==> config.mk <==
export PLATFORM = sky130hd
export DESIGN_NAME = clk_irq_ctrl
export DESIGN_NICKNAME = d
export VERILOG_FILES = /design/src/clk_irq_pkg.sv /design/src/clk_irq_ctrl.sv
export SDC_FILE = /design/constraint.sdc
export NUM_CORES = 1
export LEC_CHECK = 0
export BUFFER_PORTS_ARGS = -buffer_cell sky130_fd_sc_hd__clkbuf_2
export CAP_MARGIN = 20
export CORE_MARGIN = 5
export CORE_UTILIZATION = 41
export DETAILED_ROUTE_END_ITERATION = 10
export PLACE_DENSITY_LB_ADDON = 0.1
export SLEW_MARGIN = 20
export SYNTH_ARGS = -nofsm -noshare
export SYNTH_HDL_FRONTEND = slang
export SYNTH_SLANG_ARGS = --single-unit
==> constraint.sdc <==
create_clock -name clk_sys -period 1.2 [get_ports clk_sys]
set_input_delay 0.12 -clock clk_sys [delete_from_list [all_inputs] [get_ports clk_sys]]
set_output_delay 0.12 -clock clk_sys [all_outputs]
set_load 0.005 [all_outputs]
==> src/clk_irq_pkg.sv <==
// Package for the clock output and interrupt control block.
// Assumes a single 25 MHz system clock and an Avalon-MM register slave.
package clk_irq_pkg;

    // Register word indices; byte address is four times the index
    localparam logic [2:0] INDEX_CLOCK_OUTPUT_CONTROL = 3'h3;
    localparam logic [2:0] INDEX_INTERRUPT_STATUS = 3'h4;
    localparam logic [2:0] INDEX_INTERRUPT_ENABLE = 3'h5;
    localparam int ADDR_W = 5;

    // Bus response codes
    localparam logic [1:0] RESP_OKAY = 2'h0;
    localparam logic [1:0] RESP_SLAVE_ERROR = 2'h2;

    localparam logic [7:0] RESET_VALUE = 8'h00;
    localparam logic [7:0] CONTROL_WRITE_MASK = 8'hbf;

    // Clock output control bit positions
    localparam int BIT_SOURCE_SELECT = 7;
    localparam int BIT_TEN_MHZ = 5;
    localparam int BIT_EIGHT_CLK = 4;
    localparam int BIT_EIGHT_FRAME = 3;
    localparam int BIT_FOUR_CLK = 2;
    localparam int BIT_FOUR_FRAME = 1;
    localparam int BIT_TWO_CLK = 0;

    // Interrupt status / enable bit positions
    localparam int BIT_MSG_RX_FIFO_ERROR = 7;
    localparam int BIT_MSG_RX_LEVEL = 6;
    localparam int BIT_MSG_TX = 5;
    localparam int BIT_TONE_MODEM_TX = 4;
    localparam int BIT_ENERGY_B = 3;
    localparam int BIT_ENERGY_A = 2;
    localparam int BIT_CONFERENCE_OVERFLOW = 1;
    localparam int BIT_MISSING_CLOCK = 0;
    localparam int NUM_SOURCES = 8;

    typedef enum logic [1:0] {
        REF_FOUR_MHZ = 2'b00,
        REF_EIGHT_MHZ = 2'b01,
        REF_EIGHT_NO_FRAME = 2'b10,
        REF_SIXTEEN_MHZ = 2'b11
    } clock_ref_type;

    // Timing configuration held outside the block
    typedef struct packed {
        logic synth_enable;
        logic synth_clock_select;
        clock_ref_type clock_reference_select;
    } timing_cfg_type;

    // Pin enables and timing sources
    typedef struct packed {
        logic ten_mhz_clock_out;
        logic eight_mhz_clock_pin;
        logic eight_mhz_frame_out;
        logic four_mhz_clock_pin;
        logic four_mhz_frame_out;
        logic two_mhz_clock_pin;
    } pin_oe_type;

    typedef struct packed {
        logic outgoing_from_synth;
        logic expansion_from_synth;
    } timing_src_type;

endpackage

==> src/clk_irq_ctrl.sv <==
// Clock output gating and interrupt status/enable registers.
// Assumes sources pulse on clk_sys, timing config arrives on clk_sys.
//
// Register access over Avalon-MM was chosen for this implementation.
`timescale 1ns/1ps

// Function
// - Synth enabled and source bit set: outgoing timing from synthesizer.
// - Source bit clear or synth off, reference not four MHz: outgoing timing from input reference.
// - Four MHz reference forces expansion and outgoing timing from synthesizer.
// - Ten MHz output driven only with its enable and synth enabled.
// - Eight MHz clock pin driven only with enable and reference code not 01 (eight MHz).
// - Eight kHz frame driven only with enable and reference code not 01 (eight MHz).
// - Four MHz clock, four MHz frame, two MHz clock follow their enables.
// - Bit 7 receive FIFO error, bit 6 receive length or level reached.
// - Bit 5 flags message transmit FIFO empty, 3/4 empty or done.
// - Bit 4 flags tone modem memory empty or transmission ended.
// - Bits 3 and 2 flag energy detectors B and A.
// - Bit 1 flags conference accumulator overflow.
// - Bit 0 flags missing eight MHz input; monitored only when enabled.
// - Status register is read only and cleared by a read.
// - Enabled status bits drive the active-low interrupt output.
// - Disabled bits other than bit 0 still set and read but do not assert interrupt.
// - All three registers reset to zero; outputs off, interrupts disabled.
// - Synth enable gates the ten MHz output.
// - Reference codes: 00 four, 01 eight, 10 eight no frame, 11 sixteen.
module clk_irq_ctrl
    import clk_irq_pkg::*;
(
    // Clock and reset
    input wire logic clk_sys,
    input wire logic rst,
    // Avalon-MM slave
    input wire logic [ADDR_W-1:0] avs_address,
    input wire logic avs_read,
    input wire logic avs_write,
    input wire logic [31:0] avs_writedata,
    output logic [31:0] avs_readdata,
    output logic avs_waitrequest,
    output logic [1:0] avs_response,
    // Timing configuration from the timing control register
    input wire timing_cfg_type timing_cfg,
    // Interrupt source pulses, one per status bit
    input wire logic [NUM_SOURCES-1:0] irq_source,
    // Outputs
    output pin_oe_type pin_oe,
    output timing_src_type timing_src,
    output logic irq_n
);

    logic [7:0] control_ff;
    logic [7:0] status_ff;
    logic [7:0] enable_ff;
    logic [31:0] readdata_ff;
    logic waitrequest_ff;
    logic [1:0] response_ff;
    pin_oe_type pin_oe_ff;
    timing_src_type timing_src_ff;
    logic irq_n_ff;

    logic access_done;
    logic [2:0] reg_index;
    logic word_ok;
    logic mapped;
    logic status_read;
    logic [NUM_SOURCES-1:0] event_in;
    logic [7:0] nxt_readdata;
    logic control_write;
    logic enable_write;
    logic ref_is_four;
    logic ref_is_eight;
    logic nxt_irq_n;
    logic nxt_ten_oe;
    logic nxt_eight_clk_oe;
    logic nxt_eight_frame_oe;
    logic nxt_four_clk_oe;
    logic nxt_four_frame_oe;
    logic nxt_two_clk_oe;
    logic nxt_outgoing_synth;
    logic nxt_expansion_synth;

    // Each access answers one cycle after it is raised
    assign access_done = (avs_read || avs_write) && waitrequest_ff;
    assign reg_index = avs_address[ADDR_W-1:2];
    assign word_ok = (avs_address[1:0] == 2'b00);
    assign mapped = word_ok && (reg_index == INDEX_CLOCK_OUTPUT_CONTROL
        || reg_index == INDEX_INTERRUPT_STATUS || reg_index == INDEX_INTERRUPT_ENABLE);
    assign status_read = access_done && avs_read && word_ok
        && reg_index == INDEX_INTERRUPT_STATUS;
    assign control_write = access_done && avs_write && word_ok
        && reg_index == INDEX_CLOCK_OUTPUT_CONTROL;
    assign enable_write = access_done && avs_write && word_ok
        && reg_index == INDEX_INTERRUPT_ENABLE;
    assign ref_is_four = timing_cfg.clock_reference_select == REF_FOUR_MHZ;
    assign ref_is_eight = timing_cfg.clock_reference_select == REF_EIGHT_MHZ;
    assign nxt_irq_n = ~|(status_ff & enable_ff);

    always_ff @(posedge clk_sys)
    begin
        if (rst)
        begin
            waitrequest_ff <= 1'b1;
        end
        else
        begin
            waitrequest_ff <= ~access_done;
        end
    end

    always_ff @(posedge clk_sys)
    begin
        if (rst)
        begin
            response_ff <= RESP_OKAY;
        end
        else if (access_done)
        begin
            response_ff <= mapped ? RESP_OKAY : RESP_SLAVE_ERROR;
        end
    end

    always_comb
    begin
        nxt_readdata = 8'h00;
        if (word_ok)
        begin
            if (reg_index == INDEX_CLOCK_OUTPUT_CONTROL)
            begin
                nxt_readdata = control_ff & CONTROL_WRITE_MASK;
            end
            else if (reg_index == INDEX_INTERRUPT_STATUS)
            begin
                nxt_readdata = status_ff;
            end
            else if (reg_index == INDEX_INTERRUPT_ENABLE)
            begin
                nxt_readdata = enable_ff;
            end
        end
    end

    always_ff @(posedge clk_sys)
    begin
        if (rst)
        begin
            readdata_ff <= 32'h0000_0000;
        end
        else if (access_done && avs_read)
        begin
            readdata_ff <= {24'h000000, nxt_readdata};
        end
    end

    // Control register; bit 6 never stored
    always_ff @(posedge clk_sys)
    begin
        if (rst)
        begin
            control_ff <= RESET_VALUE;
        end
        else if (control_write)
        begin
            control_ff <= avs_writedata[7:0] & CONTROL_WRITE_MASK;
        end
    end

    always_ff @(posedge clk_sys)
    begin
        if (rst)
        begin
            enable_ff <= RESET_VALUE;
        end
        else if (enable_write)
        begin
            enable_ff <= avs_writedata[7:0];
        end
    end

    // Status bits: set wins over clear-on-read; missing clock only when monitored
    generate
        for (genvar i = 0; i < NUM_SOURCES; i++)
        begin : g_status
            if (i == BIT_MISSING_CLOCK)
            begin : g_mon
                assign event_in[i] = irq_source[i] && enable_ff[i];
            end
            else
            begin : g_src
                assign event_in[i] = irq_source[i];
            end
            always_ff @(posedge clk_sys)
            begin
                if (rst)
                begin
                    status_ff[i] <= 1'b0;
                end
                else if (event_in[i])
                begin
                    status_ff[i] <= 1'b1;
                end
                else if (status_read)
                begin
                    status_ff[i] <= 1'b0;
                end
            end
        end
    endgenerate

    always_ff @(posedge clk_sys)
    begin
        if (rst)
        begin
            irq_n_ff <= 1'b1;
        end
        else
        begin
            irq_n_ff <= nxt_irq_n;
        end
    end

    // Ten MHz output needs the synthesizer running
    always_comb
    begin
        if (!control_ff[BIT_TEN_MHZ])
        begin
            nxt_ten_oe = 1'b0;
        end
        else if (!timing_cfg.synth_enable)
        begin
            nxt_ten_oe = 1'b0;
        end
        else
        begin
            nxt_ten_oe = 1'b1;
        end
    end

    always_comb
    begin
        if (!control_ff[BIT_EIGHT_CLK])
        begin
            nxt_eight_clk_oe = 1'b0;
        end
        else if (ref_is_eight)
        begin
            nxt_eight_clk_oe = 1'b0;
        end
        else
        begin
            nxt_eight_clk_oe = 1'b1;
        end
    end

    always_comb
    begin
        if (!control_ff[BIT_EIGHT_FRAME])
        begin
            nxt_eight_frame_oe = 1'b0;
        end
        else if (ref_is_eight)
        begin
            nxt_eight_frame_oe = 1'b0;
        end
        else
        begin
            nxt_eight_frame_oe = 1'b1;
        end
    end

    // Plain enables follow their control bits
    always_comb
    begin
        if (control_ff[BIT_FOUR_CLK])
        begin
            nxt_four_clk_oe = 1'b1;
        end
        else
        begin
            nxt_four_clk_oe = 1'b0;
        end
    end

    always_comb
    begin
        if (control_ff[BIT_FOUR_FRAME])
        begin
            nxt_four_frame_oe = 1'b1;
        end
        else
        begin
            nxt_four_frame_oe = 1'b0;
        end
    end

    always_comb
    begin
        if (control_ff[BIT_TWO_CLK])
        begin
            nxt_two_clk_oe = 1'b1;
        end
        else
        begin
            nxt_two_clk_oe = 1'b0;
        end
    end

    // Timing source: four MHz reference forces the synthesizer
    always_comb
    begin
        if (ref_is_four)
        begin
            nxt_outgoing_synth = 1'b1;
        end
        else if (timing_cfg.synth_enable && control_ff[BIT_SOURCE_SELECT])
        begin
            nxt_outgoing_synth = 1'b1;
        end
        else
        begin
            nxt_outgoing_synth = 1'b0;
        end
    end

    always_comb
    begin
        if (ref_is_four)
        begin
            nxt_expansion_synth = 1'b1;
        end
        else if (timing_cfg.synth_enable && control_ff[BIT_SOURCE_SELECT])
        begin
            nxt_expansion_synth = 1'b1;
        end
        else
        begin
            nxt_expansion_synth = 1'b0;
        end
    end

    always_ff @(posedge clk_sys)
    begin
        if (rst)
        begin
            pin_oe_ff <= '0;
            timing_src_ff <= '0;
        end
        else
        begin
            pin_oe_ff.ten_mhz_clock_out <= nxt_ten_oe;
            pin_oe_ff.eight_mhz_clock_pin <= nxt_eight_clk_oe;
            pin_oe_ff.eight_mhz_frame_out <= nxt_eight_frame_oe;
            pin_oe_ff.four_mhz_clock_pin <= nxt_four_clk_oe;
            pin_oe_ff.four_mhz_frame_out <= nxt_four_frame_oe;
            pin_oe_ff.two_mhz_clock_pin <= nxt_two_clk_oe;
            timing_src_ff.outgoing_from_synth <= nxt_outgoing_synth;
            timing_src_ff.expansion_from_synth <= nxt_expansion_synth;
        end
    end

    assign avs_readdata = readdata_ff;
    assign avs_waitrequest = waitrequest_ff;
    assign avs_response = response_ff;
    assign pin_oe = pin_oe_ff;
    assign timing_src = timing_src_ff;
    assign irq_n = irq_n_ff;

endmodule

; ---- Yosys cells after proc, flatten, opt, wreduce, memory -nomap -nowiden
; Index checks and enable logic that the tools add are counted.
[word_totals]
in_bits = 53
word_cells = 80
reg_bits = 42
out_inout_bits = 44
[classes]
n_reduce_logical = 29
mux = 21
n_eq_ne = 4
n_bitwise = 5
[ops]
columns = cell, count
row1 = two-way mux 8 bit, 4
row2 = two-way mux 1 bit, 16
row3 = nonzero test 2 bit, 8
row4 = logical AND 1 bit, 11
row5 = bitwise AND 8 bit, 1
row6 = OR reduction 8 bit, 1
row7 = "equality test 3 bit, second input constant", 2
row8 = OR reduction 2 bit, 3
row9 = zero test 2 bit, 2
row10 = inverter 1 bit, 4
row11 = "equality test 3 x 2 -> 1 bit, second input constant", 1
row12 = logical OR 1 bit, 3
row13 = "equality test 2 x 1 -> 1 bit, second input constant", 1
row14 = two-way mux 2 bit, 1
row15 = zero test 1 bit, 1

; ---- Logic depth before layout (Yosys ltp)
[logic_depth]
ltp_word = 7
ltp_mapped = 5
mapped_depth_nobuf = 3

; ---- Worst setup path before layout
; OpenSTA, ideal clock, no wires.
[synth_timing]
path_kind = register -> register
startpoint = register waitrequest_ff (netlist: avs_waitrequest)
endpoint = register readdata_ff[6] (netlist: avs_readdata[6])
required_ns = 1.130
period_less_slack_ns = 1.203
path_stages_with_launch = 5
path_buffers = 1
t_arrival_ns = 1.132
setup_ns = 0.070
slack_ns = -0.003
cell_sequence = dfxtp_1 > nand4bb_1 > buf_2 > or3_1 > a21oi_1
[synth_between]
elab_chain_cells = 2
[synth_rtl]
columns = item, line
row1 = "start, declared", clk_irq_ctrl.sv:55  ; logic waitrequest_ff;
row2 = "start signal, assigned", clk_irq_ctrl.sv:106  ; waitrequest_ff <= ~access_done;
row3 = logical AND 1 bit, clk_irq_ctrl.sv:83  ; assign access_done = (avs_read || avs_write) && waitrequest_ff;
row4 = logical AND 1 bit, clk_irq_ctrl.sv:148  ; else if (access_done && avs_read)
row5 = "end signal, assigned", clk_irq_ctrl.sv:150  ; readdata_ff <= {24'h000000, nxt_readdata};
row6 = "end, declared", clk_irq_ctrl.sv:54  ; logic [31:0] readdata_ff;
; No other way between the ends.
; A chain may end at the register's enable or synchronous reset.

; ---- Worst setup path in the final report
[layout_timing]
startpoint = register enable_ff[1]
endpoint = register readdata_ff[1] (netlist: avs_readdata[1])
[layout_between]
elab_chain_cells = 4
[layout_rtl]
columns = item, line
row1 = "start, declared", clk_irq_ctrl.sv:53  ; logic [7:0] enable_ff;
row2 = "start signal, assigned", clk_irq_ctrl.sv:175  ; enable_ff <= avs_writedata[7:0];
row3 = two-way mux 8 bit, clk_irq_ctrl.sv:135  ; else if (reg_index == INDEX_INTERRUPT_ENABLE)
row4 = two-way mux 8 bit, clk_irq_ctrl.sv:131  ; else if (reg_index == INDEX_INTERRUPT_STATUS)
row5 = two-way mux 8 bit, clk_irq_ctrl.sv:127  ; if (reg_index == INDEX_CLOCK_OUTPUT_CONTROL)
row6 = two-way mux 8 bit, clk_irq_ctrl.sv:125  ; if (word_ok)
; No other way between the ends.

==> results_dict.tcl <==
set metrics [dict create \
    crit_chain "and4b_1, a211o_1, a32o_1" \
    htreeDepth 2 \
    setup_viol 0 \
    clock_latency_ns 0.29 \
    wl_per_cell_um 14.4 \
    power.density_nw_per_um2 1180 \
    syn_area_per_cell_um2 9.08 \
    wirelength_um 4790 \
    ios 97 \
    cp_data_required_time_ns 1.39 \
    min_period_ns 1.14 \
    final_common_cell "clkbuf_2" \
    postRouteAntennaNets 0 \
    clock_path_buffers 2 \
    cts_tree "done" \
    met3_usage 0.0454 \
    layout.cells.non_filler 332 \
    grt_pass1_vias 1532 \
    vias 1712 \
    path_delay_family "compound AO/OA/AOI/OAI gates" \
    final_cell_mix "46 x clkbuf_2, 39 x dfxtp_1, 26 x a21oi_1" \
    fp.dieArea_um2 6290 \
    cts-buffers-inserted 5 \
    final_area_um2 2410 \
    clk_pin_slew_ns 0.07 \
    crit_arrival_ns 1.33 \
    syn2layout_area_growth_pct 22.4 \
    synth_area_um2 1970 \
    antenna_found_initial 0 \
    dr.pass1.iters 4 \
    ctsHoldBuffers 0 \
    seqCellArea_um2 826 \
    tns_ns 0 \
    fin_util 0.514 \
    synthArstFlopShare 0 \
    fillCellCount 462 \
    yosysSeqAreaShare 0.417 \
    synthFlopType "dfxtp_1" \
    crit_path_start_kind "flop" \
    initial_core_util 0.420 \
    detail_route.vias_per_cell 5.16 \
    fp.dieW_um 79.3 \
    synth_edf_count 0 \
    fin_crit_sh 0.954 \
    layout-drive-gt1-share 0.306 \
    drc_errors 0 \
    final_nets 330 \
    status "finished, final reports clean" \
    drv_cap 0 \
    peakVddDrop_mv 0.553 \
    grt_max_degree 23 \
    fp.dieH_um 79.3 \
    grt_pass1_wl_um 7510 \
    place_inst 324 \
    path_buf_inv 0 \
    gr-usage-all-layers 0.155 \
    end_kind "flop" \
    slowest_stage "dfxtp_2" \
    ys_types 36 \
    drt_iter0_markers 149 \
    worst_path_largest_cell_delay_ns 0.33 \
    grtUsageMet2 0.225 \
    multi_input_area_um2 945 \
    ys_warn_count 0 \
    ys_ff_latch 41 \
    fp-row-count 25 \
    skew_ns 0.00498 \
    power.total_mw 2.85 \
    synth_cells 217 \
    gr-usage-met1 0.220 \
    max_freq_mhz 874 \
    slew_viol_final 0 \
    p_leak_nw 1.11 \
    dpl_cell_area_um2 2260 \
    path_class "reg -> reg" \
    gp_congestion 0.809 \
    cts.sinks 41 \
    post_cts_buffers 0 \
    hold_path.class "in -> reg" \
    grt.busiest_layer "met2" \
    cts_root_buffer "clkbuf_8" \
    finalHoldViolCount 0 \
    grt_overflow 0 \
    dp_hpwl_um 3730 \
    diodes 0 \
    critPathMaxFanout 3 \
    core_um2 4690 \
    port_buffers 46 \
]
## layer usage
layer	part of all wire	vias up
met5	0	-
met4	0.0094	0
met3	0.072	5
met2	0.44	59
met1	0.47	799
li1	-	849
## stage by stage
stage          hold slack (ns)  setup WS, ns
5_1_grt                 0.0413       -0.0173
6_report                0.0369        0.0556
2_1_floorplan            0.249        0.0515
4_1_cts                 0.0292        0.0262
3_5_place_dp             0.346        -0.104
3_3_place_gp             0.339       -0.0925
## worst register-to-register path, cell delays in order (launching register included)
cell     delay [ns]
dfxtp_2        0.33
and4b_1        0.18
a211o_1        0.28
a32o_1         0.25
## layout make-up
| class | count | share of cell area |
|---|---|---|
| repair buffers | 69 | 0.177 |
| clock inverters | 1 | 0.0124 |
| multi-input cells | 152 | 0.392 |
| clock buffers | 7 | 0.0358 |
| well taps | 54 | 0.0280 |
| flip-flops and latches | 41 | 0.342 |
| inverters | 8 | 0.0124 |
## registers in the layout, indices dropped and copies added (netlist names)
signal           flops
avs_response         1
control_ff           7
irq_n                1
pin_oe               6
enable_ff            8
avs_readdata         8
timing_src           1
status_ff            8
avs_waitrequest      1
## where the power goes
group          internal [mW]  leakage, nW  total [mW]  switching, mW
clock                  0.678       0.0585        1.13          0.452
sequential              1.39        0.334        1.42         0.0277
combinational          0.135        0.719       0.298          0.163
total                   2.20         1.11        2.85          0.643
## timing repair
item,CTS,global route
gates cloned,0,0
endpoints found under the setup margin,7,27
gates resized for setup,1,8
pin swaps,0,1
## cell families (layout without fill, tap and decap cells)
group | count (synthesis) | count (layout) | share of synthesized area
compound gates | 71 | 71 | 0.222
simple gates | 55 | 55 | 0.189
buf+inv | 48 | 85 | 0.166
flops | 41 | 41 | 0.417
other cells | 1 | 25 | 0.00190
mux | 1 | 1 | 0.00508
## worst paths after layout
path	startpoint	end	slack (ns)	cells past startpoint
max	enable_ff[1]	avs_readdata[1]	0.06	3
min	irq_source[5]	status_ff[5]	0.04	3
max reg2reg	enable_ff[1]	avs_readdata[1]	0.06	3
min reg2reg	avs_readdata[6]	avs_readdata[6]	0.46	2
## synth_stat cells (all sizes together) (4+ instances only)
cell type | number | area, um^2
a21oi | 27 | 135
nand2b | 8 | 52.6
clkbuf | 7 | 46.3
a32o | 7 | 70.1
dfxtp | 41 | 821
inv | 8 | 30.0
nand3 | 15 | 75.1
a211o | 7 | 61.3
and4b | 7 | 70.1
buf | 32 | 238
a22oi | 5 | 37.5
o21ai | 23 | 115
nor2 | 4 | 15.0
Power figures use the tool's default switching activity.
